### config.mk
export PLATFORM = sky130hd
export DESIGN_NAME = radio_operating_state_control
export DESIGN_NICKNAME = d
export VERILOG_FILES = /design/src/logic/opstate_pkg.sv /design/src/logic/edge_sync.sv /design/src/logic/interval_timer.sv /design/src/logic/radio_operating_state_control.sv
export SDC_FILE = /design/constraint.sdc
export NUM_CORES = 1
export LEC_CHECK = 0
export ABC_AREA = 0
export BUFFER_PORTS_ARGS = -buffer_cell sky130_fd_sc_hd__buf_2
export CAP_MARGIN = 10
export CORE_UTILIZATION = 45
export DETAILED_ROUTE_END_ITERATION = 8
export PLACE_DENSITY = 0.62
export SLEW_MARGIN = 20
export SYNTH_ARGS = -nofsm -noshare
export SYNTH_HDL_FRONTEND = slang
export SYNTH_HIERARCHICAL = 1
export SYNTH_SLANG_ARGS = --single-unit
### constraint.sdc
create_clock -name clk_i -period 3.4 [get_ports clk_i]
set_clock_uncertainty 0.05 [all_clocks]
set_input_delay 0.51 -clock clk_i [delete_from_list [all_inputs] [get_ports clk_i]]
set_output_delay 0.51 -clock clk_i [all_outputs]
set_load 0.01 [all_outputs]
### src/logic/opstate_pkg.sv
// Shared types and constants for the radio operating-state controller.
// Assumes a single 125 MHz system clock drives all design logic.
package opstate_pkg;

  // ***********************************
  // Clock and timing
  // ***********************************
  localparam int CLK_PERIOD_NS = 8;
  localparam int CLK_SETTLE_NS = 128000;
  localparam int STAB_NS = 256000;
  localparam int RAMP_NS = 16000;
  // Least times round up to whole cycles
  localparam int CLK_SETTLE_CYC = (CLK_SETTLE_NS + CLK_PERIOD_NS - 1) / CLK_PERIOD_NS;
  localparam int STAB_CYC = (STAB_NS + CLK_PERIOD_NS - 1) / CLK_PERIOD_NS;
  localparam int RAMP_CYC = (RAMP_NS + CLK_PERIOD_NS - 1) / CLK_PERIOD_NS;
  localparam int TMR_W = 16;
  localparam logic [5:0] CLK_STOP_CYCLES = 6'd35;

  // ***********************************
  // Register map and SPI framing
  // ***********************************
  localparam logic [5:0] ADDR_STATUS = 6'h01;
  localparam logic [5:0] ADDR_CMD = 6'h02;
  localparam logic [5:0] ADDR_CLKCTL = 6'h03;
  localparam int SPI_ACC_BIT = 7;
  localparam int SPI_WR_BIT = 6;
  localparam logic [7:0] CMD_RESET = 8'h00;
  localparam logic [7:0] CLKCTL_RESET = 8'h01;
  localparam int CLKSEL_W = 2;

  // Command codes in the state command register
  localparam logic [7:0] CMD_NOP = 8'h00;
  localparam logic [7:0] CMD_TX_START = 8'h02;
  localparam logic [7:0] CMD_FORCE_IDLE = 8'h03;
  localparam logic [7:0] CMD_LISTEN = 8'h06;
  localparam logic [7:0] CMD_IDLE = 8'h08;
  localparam logic [7:0] CMD_SYNTH_ON = 8'h09;

  // Status codes in the state status register
  localparam logic [7:0] STS_POWER_ON = 8'h00;
  localparam logic [7:0] STS_LISTEN = 8'h06;
  localparam logic [7:0] STS_IDLE = 8'h08;
  localparam logic [7:0] STS_SYNTH_ON = 8'h09;
  localparam logic [7:0] STS_RECEIVING = 8'h01;
  localparam logic [7:0] STS_TRANSMITTING = 8'h02;
  localparam logic [7:0] STS_SLEEP = 8'h0f;
  localparam logic [7:0] STS_CLOCKLESS = 8'h1c;
  localparam logic [7:0] STS_IN_TRANSITION = 8'h1f;

  // Controller clock periods in system cycles: off, 1, 2, 4 MHz
  localparam logic [7:0] CLKDIV_1MHZ = 8'd125;
  localparam logic [7:0] CLKDIV_2MHZ = 8'd62;
  localparam logic [7:0] CLKDIV_4MHZ = 8'd31;

  // ***********************************
  // Types
  // ***********************************
  typedef enum logic [3:0] {
    S_POWER_ON, S_SLEEP, S_WAKE_CLK, S_WAKE_STAB, S_IDLE,
    S_SYNTH_ON, S_LISTEN, S_RECEIVING, S_TRANSMITTING, S_CLOCKLESS
  } op_state_t;

  typedef struct packed {
    logic preamble;
    logic frame_done;
    logic tx_done;
    logic pll_lock;
  } radio_evt_t;

  typedef struct packed {
    logic osc;
    logic avreg;
    logic synth;
    logic rx;
    logic digrx;
    logic pa;
  } ana_ctrl_t;

  typedef struct packed {
    logic lock;
    logic frame_start;
    logic frame_end;
  } irq_t;

  // Controller clock period for a select value, zero means off
  function automatic logic [7:0] clk_div(input logic [CLKSEL_W-1:0] sel);
    logic [7:0] d;
    unique case (sel)
      2'd1: d = CLKDIV_1MHZ;
      2'd2: d = CLKDIV_2MHZ;
      2'd3: d = CLKDIV_4MHZ;
      default: d = 8'h00;
    endcase
    return d;
  endfunction : clk_div

endpackage : opstate_pkg

### src/logic/edge_sync.sv
// Two-stage synchroniser with edge detection for a group of pins.
// Assumes the inputs are asynchronous to clk_i.
`timescale 1ns/1ns
`default_nettype none
module edge_sync #(
  parameter int W = 1,
  parameter logic [W-1:0] RST_VAL = '0 // Idle pin levels held in reset
) (
  input wire logic clk_i, // System clock
  input wire logic rstn_i, // Async reset, active low
  input wire logic [W-1:0] in_i, // Raw pin levels
  input wire logic [W-1:0] rst_val_i, // Unused-safe reset image, tied constant
  output logic [W-1:0] lvl_o, // Synchronised level
  output logic [W-1:0] rise_o, // One-cycle rise pulse
  output logic [W-1:0] fall_o // One-cycle fall pulse
);

  typedef struct packed {
    logic [W-1:0] s1;
    logic [W-1:0] s2;
    logic [W-1:0] s3;
  } sync_t;

  sync_t q, d;

  // Only s2 reads s1; edges come from s2 against s3
  always_comb
  begin
    d = q;
    d.s1 = in_i;
    d.s2 = q.s1;
    d.s3 = q.s2;
  end

  // Reset to idle pin levels so no false edge follows release
  always_ff @(posedge clk_i or negedge rstn_i)
  begin
    if (!rstn_i)
      q <= {RST_VAL, RST_VAL, RST_VAL};
    else
      q <= d;
  end

  assign lvl_o = q.s2 | (rst_val_i & ~rst_val_i);
  assign rise_o = q.s2 & ~q.s3;
  assign fall_o = ~q.s2 & q.s3;

endmodule : edge_sync
`default_nettype wire

### src/logic/interval_timer.sv
// Down-counting interval timer with a one-cycle expiry pulse.
// Assumes load values of at least one cycle.
`timescale 1ns/1ns
`default_nettype none
module interval_timer #(
  parameter int W = 16
) (
  input wire logic clk_i, // System clock
  input wire logic rstn_i, // Async reset, active low
  input wire logic start_i, // Restart with load_i
  input wire logic [W-1:0] load_i, // Interval in cycles
  output logic busy_o, // Counting
  output logic done_o // Expiry pulse
);

  typedef struct packed {
    logic [W-1:0] cnt;
    logic done;
  } tmr_t;

  tmr_t q, d;

  // Restart wins over expiry so a new interval never misfires
  always_comb
  begin
    d = q;
    d.done = 1'b0;
    if (start_i)
      d.cnt = load_i;
    else if (q.cnt != '0)
    begin
      d.cnt = q.cnt - 1'b1;
      d.done = (q.cnt == W'(1));
    end
  end

  always_ff @(posedge clk_i or negedge rstn_i)
  begin
    if (!rstn_i)
      q <= '0;
    else
      q <= d;
  end

  assign busy_o = (q.cnt != '0);
  assign done_o = q.done;

endmodule : interval_timer
`default_nettype wire

### src/logic/radio_operating_state_control.sv
// Operating-state sequencer of a 2.4 GHz transceiver with its SPI registers.
// Assumes analog and modem events arrive on clk_i; pins are asynchronous.
`timescale 1ns/1ns
`default_nettype none

// What this block does
// - Power-on: oscillator on, clock after 128us
// - Input pulls enabled only in power-on
// - Leave power-on only on idle command write
// - Sleep only from idle on pin high
// - Pin low in sleep wakes, registers kept
// - Reset pin in sleep: defaults, then idle
// - Regulator, then synthesizer, lock interrupt
// - Listen command works before synthesizer lock
// - Listen command from idle enables receiver
// - Listen: preamble detect starts receiving
// - Trigger pin ignored while receiving
// - Pin rise in listen: clockless, stop 35
// - Clockless frame: start irq, clock, end irq
// - Re-enter clockless only after low-high
// - Pin low in clockless resumes listen, clock
// - Transmit from synth-on by pin or command
// - First preamble chip delayed 16us
// - After last bit, amplifier off, synth-on
// - Pin-started transmit needs low then high
// - Wake: clock after settle, 256us, idle
// - Regulator ramp then 16us before synthesizer
// - Current state readable in status register
// - Force idle aborts; plain idle waits frame
// - Reset pin outside power-on: defaults, idle
module radio_operating_state_control
  import opstate_pkg::*;
#(
  parameter int CLK_SETTLE_CYCLES = opstate_pkg::CLK_SETTLE_CYC,
  parameter int STAB_CYCLES = opstate_pkg::STAB_CYC
) (
  input wire logic clk_i, // 125 MHz system clock
  input wire logic rstn_i, // Power-on reset, active low
  input wire logic spi_sclk_i, // SPI clock pin
  input wire logic spi_sel_n_i, // SPI select, active low
  input wire logic spi_mosi_i, // SPI data in
  output logic spi_miso_o, // SPI data out
  output logic spi_miso_oe_o, // SPI data out enable
  input wire logic sleep_transmit_trigger_pin_i, // Sleep / transmit trigger
  input wire logic rst_pin_n_i, // Reset pin, active low
  input wire opstate_pkg::radio_evt_t radio_evt_i, // Modem and synthesizer events
  output opstate_pkg::ana_ctrl_t ana_o, // Analog block enables
  output logic tx_chip_start_o, // First preamble chip pulse
  output logic controller_clock_output_o, // Clock to host controller
  output opstate_pkg::irq_t irq_o, // Interrupt pulses
  output logic pullups_en_o // Input pull resistors enable
);

  // ***********************************
  // Pin synchronisation and timers
  // ***********************************
  logic [4:0] pin_lvl, pin_rise, pin_fall;
  logic sclk_rise, sclk_fall, sel_n, sel_fall, mosi, trig, trig_rise, rst_pin_n;
  logic lt_start, lt_busy, lt_done, st_start, st_busy, st_done;
  logic [TMR_W-1:0] lt_load;

  edge_sync #(.W(5), .RST_VAL(5'h12)) u_sync ( // Select and reset pin idle high
    .clk_i(clk_i),
    .rstn_i(rstn_i),
    .in_i({rst_pin_n_i, sleep_transmit_trigger_pin_i, spi_mosi_i, spi_sel_n_i, spi_sclk_i}),
    .rst_val_i(5'h00),
    .lvl_o(pin_lvl),
    .rise_o(pin_rise),
    .fall_o(pin_fall)
  );

  assign sclk_rise = pin_rise[0];
  assign sclk_fall = pin_fall[0];
  assign sel_n = pin_lvl[1];
  assign sel_fall = pin_fall[1];
  assign mosi = pin_lvl[2];
  assign trig = pin_lvl[3];
  assign trig_rise = pin_rise[3];
  assign rst_pin_n = pin_lvl[4];

  // Long timer: clock settle and stability waits
  interval_timer #(.W(TMR_W)) u_long (
    .clk_i(clk_i),
    .rstn_i(rstn_i),
    .start_i(lt_start),
    .load_i(lt_load),
    .busy_o(lt_busy),
    .done_o(lt_done)
  );

  // Short timer: regulator settle and transmit lead-in
  interval_timer #(.W(TMR_W)) u_short (
    .clk_i(clk_i),
    .rstn_i(rstn_i),
    .start_i(st_start),
    .load_i(TMR_W'(RAMP_CYC)),
    .busy_o(st_busy),
    .done_o(st_done)
  );

  // ***********************************
  // State
  // ***********************************
  typedef struct packed {
    op_state_t st;
    logic boot;
    logic clk_avail;
    logic settled;
    logic tx_wait;
    logic pend_idle;
    logic lock_seen;
    logic [4:0] bit_cnt;
    logic [7:0] shift;
    logic [7:0] hdr;
    logic [7:0] rdata;
    logic miso;
    logic [7:0] cmd;
    logic [7:0] clkctl;
    logic [7:0] div_cnt;
    logic [5:0] stop_cnt;
    logic gated;
    logic clk_out;
    logic tx_go;
    irq_t irq;
  } ctl_t;

  ctl_t q, d;
  logic wr_stb, cmd_stb;
  logic [7:0] wdata, div;
  logic clk_run, wrap;

  // Status code of the current state
  function automatic logic [7:0] status_of(input op_state_t s);
    logic [7:0] c;
    unique case (s)
      S_POWER_ON: c = STS_POWER_ON;
      S_SLEEP: c = STS_SLEEP;
      S_IDLE: c = STS_IDLE;
      S_SYNTH_ON: c = STS_SYNTH_ON;
      S_LISTEN: c = STS_LISTEN;
      S_RECEIVING: c = STS_RECEIVING;
      S_TRANSMITTING: c = STS_TRANSMITTING;
      S_CLOCKLESS: c = STS_CLOCKLESS;
      S_WAKE_CLK, S_WAKE_STAB: c = STS_IN_TRANSITION;
    endcase
    return c;
  endfunction : status_of

  // Register read mux; unmapped addresses read zero
  function automatic logic [7:0] reg_read(input logic [5:0] a, input ctl_t s);
    logic [7:0] v;
    v = 8'h00;
    if (a == ADDR_STATUS)
      v = status_of(s.st);
    else if (a == ADDR_CMD)
      v = s.cmd;
    else if (a == ADDR_CLKCTL)
      v = s.clkctl;
    return v;
  endfunction : reg_read

  // Write strobe at the sixteenth rising SPI clock of a write frame
  assign wr_stb = sclk_rise && !sel_n && (q.bit_cnt == 5'd15)
                  && q.hdr[SPI_ACC_BIT] && q.hdr[SPI_WR_BIT];
  assign wdata = {q.shift[6:0], mosi};
  assign cmd_stb = wr_stb && (q.hdr[5:0] == ADDR_CMD);
  assign div = clk_div(q.clkctl[CLKSEL_W-1:0]);
  assign clk_run = q.clk_avail && !q.gated && (div != 8'h00);
  assign wrap = clk_run && (q.div_cnt == div - 8'd1);
  assign lt_load = (q.st == S_WAKE_CLK) ? TMR_W'(STAB_CYCLES) : TMR_W'(CLK_SETTLE_CYCLES);

  // ***********************************
  // Next-state logic
  // ***********************************
  always_comb
  begin
    d = q;
    d.irq = '0;
    d.tx_go = 1'b0;
    lt_start = 1'b0;
    st_start = 1'b0;

    // SPI slave, mode 0, header byte then data byte
    if (sel_fall || sel_n)
      d.bit_cnt = 5'd0;
    else if (sclk_rise)
    begin
      d.shift = {q.shift[6:0], mosi};
      d.bit_cnt = (q.bit_cnt == 5'd15) ? 5'd0 : q.bit_cnt + 5'd1;
      if (q.bit_cnt == 5'd7)
      begin
        d.hdr = {q.shift[6:0], mosi};
        d.rdata = reg_read(d.hdr[5:0], q);
      end
    end
    if (sclk_fall && !sel_n && q.bit_cnt >= 5'd8)
      d.miso = q.rdata[3'(5'd15 - q.bit_cnt)];
    if (wr_stb && q.st != S_SLEEP)
    begin
      if (q.hdr[5:0] == ADDR_CMD)
        d.cmd = wdata;
      else if (q.hdr[5:0] == ADDR_CLKCTL)
        d.clkctl = wdata;
    end

    // Controller clock divider, cleared while stopped and at each wrap
    if (!clk_run || wrap)
      d.div_cnt = 8'h00;
    else
      d.div_cnt = q.div_cnt + 8'd1;
    d.clk_out = clk_run && (d.div_cnt < {1'b0, div[7:1]});
    if (q.st == S_CLOCKLESS && !q.gated && wrap)
    begin
      d.stop_cnt = q.stop_cnt - 6'd1;
      d.gated = (q.stop_cnt == 6'd1);
    end
    // Cut the last period at once so no runt pulse reaches the host
    if (d.gated)
      d.clk_out = 1'b0;

    // Regulator settle and transmit lead-in
    if (st_done)
    begin
      d.settled = 1'b1;
      if (q.st == S_TRANSMITTING && q.tx_wait)
      begin
        d.tx_wait = 1'b0;
        d.tx_go = 1'b1;
      end
    end

    // Lock interrupt once per synthesizer enable
    if (ana_o.synth && radio_evt_i.pll_lock && !q.lock_seen)
    begin
      d.lock_seen = 1'b1;
      d.irq.lock = 1'b1;
    end
    if (!ana_o.synth)
      d.lock_seen = 1'b0;

    // Operating-state sequencer
    unique case (q.st)
      S_POWER_ON:
      begin
        if (!q.boot)
        begin
          d.boot = 1'b1;
          lt_start = 1'b1;
        end
        if (lt_done)
          d.clk_avail = 1'b1;
        if (q.clk_avail && cmd_stb && (wdata == CMD_IDLE || wdata == CMD_FORCE_IDLE))
          d.st = S_IDLE;
      end
      S_SLEEP:
        if (!trig)
        begin
          d.st = S_WAKE_CLK;
          lt_start = 1'b1;
        end
      S_WAKE_CLK:
        if (lt_done)
        begin
          d.clk_avail = 1'b1;
          d.st = S_WAKE_STAB;
          lt_start = 1'b1;
        end
      S_WAKE_STAB:
        if (lt_done)
          d.st = S_IDLE;
      S_IDLE:
        if (cmd_stb && (wdata == CMD_SYNTH_ON || wdata == CMD_LISTEN))
        begin
          d.st = (wdata == CMD_LISTEN) ? S_LISTEN : S_SYNTH_ON;
          d.settled = 1'b0;
          st_start = 1'b1;
        end
        else if (trig)
        begin
          d.st = S_SLEEP;
          d.clk_avail = 1'b0;
        end
      S_SYNTH_ON:
        if (cmd_stb && wdata == CMD_LISTEN)
          d.st = S_LISTEN;
        else if (cmd_stb && (wdata == CMD_IDLE || wdata == CMD_FORCE_IDLE))
          d.st = S_IDLE;
        else if (trig_rise || (cmd_stb && wdata == CMD_TX_START))
        begin
          d.st = S_TRANSMITTING;
          d.tx_wait = 1'b1;
          st_start = 1'b1;
        end
      S_LISTEN:
        if (cmd_stb && wdata == CMD_SYNTH_ON)
          d.st = S_SYNTH_ON;
        else if (cmd_stb && (wdata == CMD_IDLE || wdata == CMD_FORCE_IDLE))
          d.st = S_IDLE;
        else if (radio_evt_i.preamble)
        begin
          d.st = S_RECEIVING;
          d.irq.frame_start = 1'b1;
        end
        else if (trig_rise)
        begin
          d.st = S_CLOCKLESS;
          d.stop_cnt = CLK_STOP_CYCLES;
        end
      S_CLOCKLESS:
        if (cmd_stb && (wdata == CMD_IDLE || wdata == CMD_FORCE_IDLE))
        begin
          d.st = S_IDLE;
          d.gated = 1'b0;
        end
        else if (radio_evt_i.preamble)
        begin
          d.st = S_RECEIVING;
          d.irq.frame_start = 1'b1;
          d.gated = 1'b0;
        end
        else if (!trig)
        begin
          d.st = S_LISTEN;
          d.gated = 1'b0;
        end
      S_RECEIVING:
        if (cmd_stb && wdata == CMD_FORCE_IDLE)
          d.st = S_IDLE;
        else if (radio_evt_i.frame_done)
        begin
          d.irq.frame_end = 1'b1;
          d.st = q.pend_idle ? S_IDLE : S_LISTEN;
          d.pend_idle = 1'b0;
        end
        else if (cmd_stb && wdata == CMD_IDLE)
          d.pend_idle = 1'b1;
      S_TRANSMITTING:
        if (cmd_stb && wdata == CMD_FORCE_IDLE)
        begin
          d.st = S_IDLE;
          d.tx_wait = 1'b0;
        end
        else if (radio_evt_i.tx_done && !q.tx_wait)
        begin
          d.irq.frame_end = 1'b1;
          d.st = q.pend_idle ? S_IDLE : S_SYNTH_ON;
          d.pend_idle = 1'b0;
        end
        else if (cmd_stb && wdata == CMD_IDLE)
          d.pend_idle = 1'b1;
    endcase
    if (d.st == S_IDLE)
    begin
      d.pend_idle = 1'b0;
      d.gated = 1'b0;
    end

    // Reset pin: defaults and idle, ignored during power-on
    if (!rst_pin_n && q.st != S_POWER_ON)
    begin
      d.st = S_IDLE;
      d.cmd = CMD_RESET;
      d.clkctl = CLKCTL_RESET;
      d.clk_avail = 1'b1;
      d.gated = 1'b0;
      d.pend_idle = 1'b0;
      d.tx_wait = 1'b0;
      d.settled = 1'b0;
    end
  end

  // ***********************************
  // Registers
  // ***********************************
  always_ff @(posedge clk_i or negedge rstn_i)
  begin
    if (!rstn_i)
    begin
      q <= '0;
      q.st <= S_POWER_ON;
      q.cmd <= CMD_RESET;
      q.clkctl <= CLKCTL_RESET;
    end
    else
      q <= d;
  end

  // ***********************************
  // Outputs
  // ***********************************
  // Analog enables decoded from the registered state
  always_comb
  begin
    ana_o = '0;
    ana_o.osc = (q.st != S_SLEEP);
    ana_o.avreg = q.st inside {S_SYNTH_ON, S_LISTEN, S_RECEIVING, S_TRANSMITTING, S_CLOCKLESS};
    ana_o.synth = ana_o.avreg && q.settled;
    ana_o.rx = q.st inside {S_LISTEN, S_RECEIVING, S_CLOCKLESS};
    ana_o.digrx = (q.st == S_RECEIVING);
    ana_o.pa = (q.st == S_TRANSMITTING) && !q.tx_wait;
  end

  assign pullups_en_o = (q.st == S_POWER_ON);
  assign tx_chip_start_o = q.tx_go;
  assign controller_clock_output_o = q.clk_out;
  assign irq_o = q.irq;
  assign spi_miso_o = q.miso;
  assign spi_miso_oe_o = !sel_n;

endmodule : radio_operating_state_control
`default_nettype wire

==> impl_results.md <==
* Run status: completed
* CORE AREA at ~0.015 mm²
* Reg clk slew, reported paths at roughly 0.05 ns
* Post-detail-place hpwl at approximately 12000 µm
* CP Capture Type: flop
* Total track usage at ~22%
* Clock Path Buffers at 2
* Worst setup path class: reg2reg
* Cts hold-fix bufs at 0
* Worst-Margin Slew at just under 0.8 ns
* Tot Pwr at between 5000 and 6000 µW
* Detail Route Antenna Nets at 0
* Clock root buffer: clkbuf_16
* Total CTS buffers at 17
* CP max FO at 16
* First-pass DRT Iterations at 8
* Finished Layout Cells at 992
* Largest net degree at the start of global routing at 88
* CTS sink count at around 120
* Worst r2r src: q[61]
* Rows at 45
* Die Y at 128 µm
* Cell Pwr Density at between 700 and 800 mW/mm²
* WL/cell at 16.5 µm
* Worst VDD drop at 389 µV
* Max_slew headroom at a little under half
* RSZ-0062 raised after global routing: false
* Period utilisation layout at around nine tenths
* Mapped cell area at between 0.007 and 0.008 mm²
* Ant diodes at 0
* Clk_lat worst skew at ~0.42 ns
* Final GP Congestion at about 0.94
* Type of origin of the critical path: flop
* Yosys warns at 6
* First-pass GRT wire length at about 28000 µm
* Post-CTS sizing at 0
* Post-layout nets at roughly 800
* Layout cell share with drive strength beyond 1 at between 10% and 20%
* Mapped Cells at 731
* Crit path DAT at ~3.3 ns
* Number of global-route vias before repair at 5573
* DRC Markers at 0
* Placed insts at 960
* Initial antenna violation count at 0
* Pleak at between 0.003 and 0.004 µW
* Worst Setup SP: q[61]
* Avg Cell Area, Syn at 9.78 µm²
* Area Overhead vs Synth at 13.4%
* Die Area at around 0.016 mm²
* Max Freq at approximately 330 MHz
* Ports at 25
* Total setup buffers inserted after CTS at 0
* Initial Util at 46.5%
* Crit-path max cell delay at approximately 0.44 ns
* I/O Buffers at 24
* Wirelength, routed at approximately 16000 µm
* Final min period at roughly 3 ns
* Hold Crit Class: in2async
* Max Slew Vio Count at 0
* TNS Setup at 0 ns
* Final setup vio count at 0
* Required @ worst endpoint at ~3.6 ns
* Grt ovf at 0
* Vias at about 5500
* Htree depth at 4
* Post-layout util at between 50% and 60%
* Via density per instance at between 5 and 6
* Final hold violation count at 0
* Cell Chain, Critical Path: ha_1 -> nand4b_1 -> nor3b_4 -> nand4_2 -> a211o_1 -> nand2_1 -> o21bai_2 -> o21ai_0
* Die W at about 130 µm
* CTS tree: yes
* Slowest CP cell: dfrtp_1
* Initial DRC count at 350
* Worst R2R Setup Slack at about 0.34 ns
* Number of max-cap violations at 0
[metrics by stage]
step	cell area, µm²	setup slack, ns	hold slack (ns)
after floorplan	7250	0.535	0.164
after global placement	7530	0.511	0.284
after detailed placement	7530	0.375	0.288
after CTS	8110	0.374	0.00831
after global routing	8110	0.0816	0.0425
final	8110	0.335	0.00631
[worst max-delay path: cells and delay by family (launching register included)]
family	cells	cell delay, ns
flops	1	0.44
compound gates	3	0.84
simple gates	4	1.29
fa+ha+maj	1	0.30
[metal layers]
| metal | vias up | track usage [%] | wire (µm) |
|---|---|---|---|
| li1 | 2660 | - | - |
| met1 | 2753 | 29.1 | 7780 |
| met2 | 105 | 35.1 | 7710 |
| met3 | 17 | 5.55 | 656 |
| met4 | 0 | 6.16 | 180 |
| met5 | - | 0 | 0 |
[area by class of cell]
class                           count  area (µm²)
Inverter                           40         150
Tap cell                          211         264
Fill cell                        1395        7260
Clock buffer                       20         457
Clock inverter                     12         125
Timing Repair Buffer               36         225
Sequential cell                   122        3060
Multi-Input combinational cell    551        3830
[sequential cells by signal (all words and copies together) (netlist names)]
| name | count |
|---|---|
| q | 69 |
| u_sync/d | 10 |
| u_short/done_o | 1 |
| tx_chip_start_o | 1 |
| u_long/q | 16 |
| u_short/q | 16 |
| u_long/done_o | 1 |
| controller_clock_output_o | 1 |
| irq_o | 3 |
| spi_miso_o | 1 |
| u_sync/q | 3 |
[placed cells by master, fill, tap and decap left out, types with 15 or more instances in the layout]
master / instances
a21oi_1: 28
buf_2: 23
clkbuf_16: 17
conb_1: 28
dfrtp_1: 116
ha_1: 18
inv_1: 39
mux2_2: 16
mux2i_1: 22
nand2_1: 58
nand3_1: 18
nor2_1: 72
nor3_1: 15
o21ai_0: 39
xor2_1: 23
[final timing paths]
path | depth (start not counted) | to
min | 1 | u_sync/d[5]
min in group clk_i | 1 | u_sync/d[9]
max in group asynchronous | 2 | u_sync/d[4]
max | 8 | u_short/q[15]
max reg2reg | 8 | u_short/q[15]
min reg2reg | 0 | u_sync/d[2]
[power by group]
part / switching, µW / total (µW) / leakage (µW) / internal, µW
combinational: 982 / 1790 / 0.00177 / 804
clock: 650 / 1760 / 0.000270 / 1110
sequential: 554 / 2310 / 0.00154 / 1760
total: 2190 / 5860 / 0.00359 / 3670
Note: power is estimated with default switching activity, not from simulation.
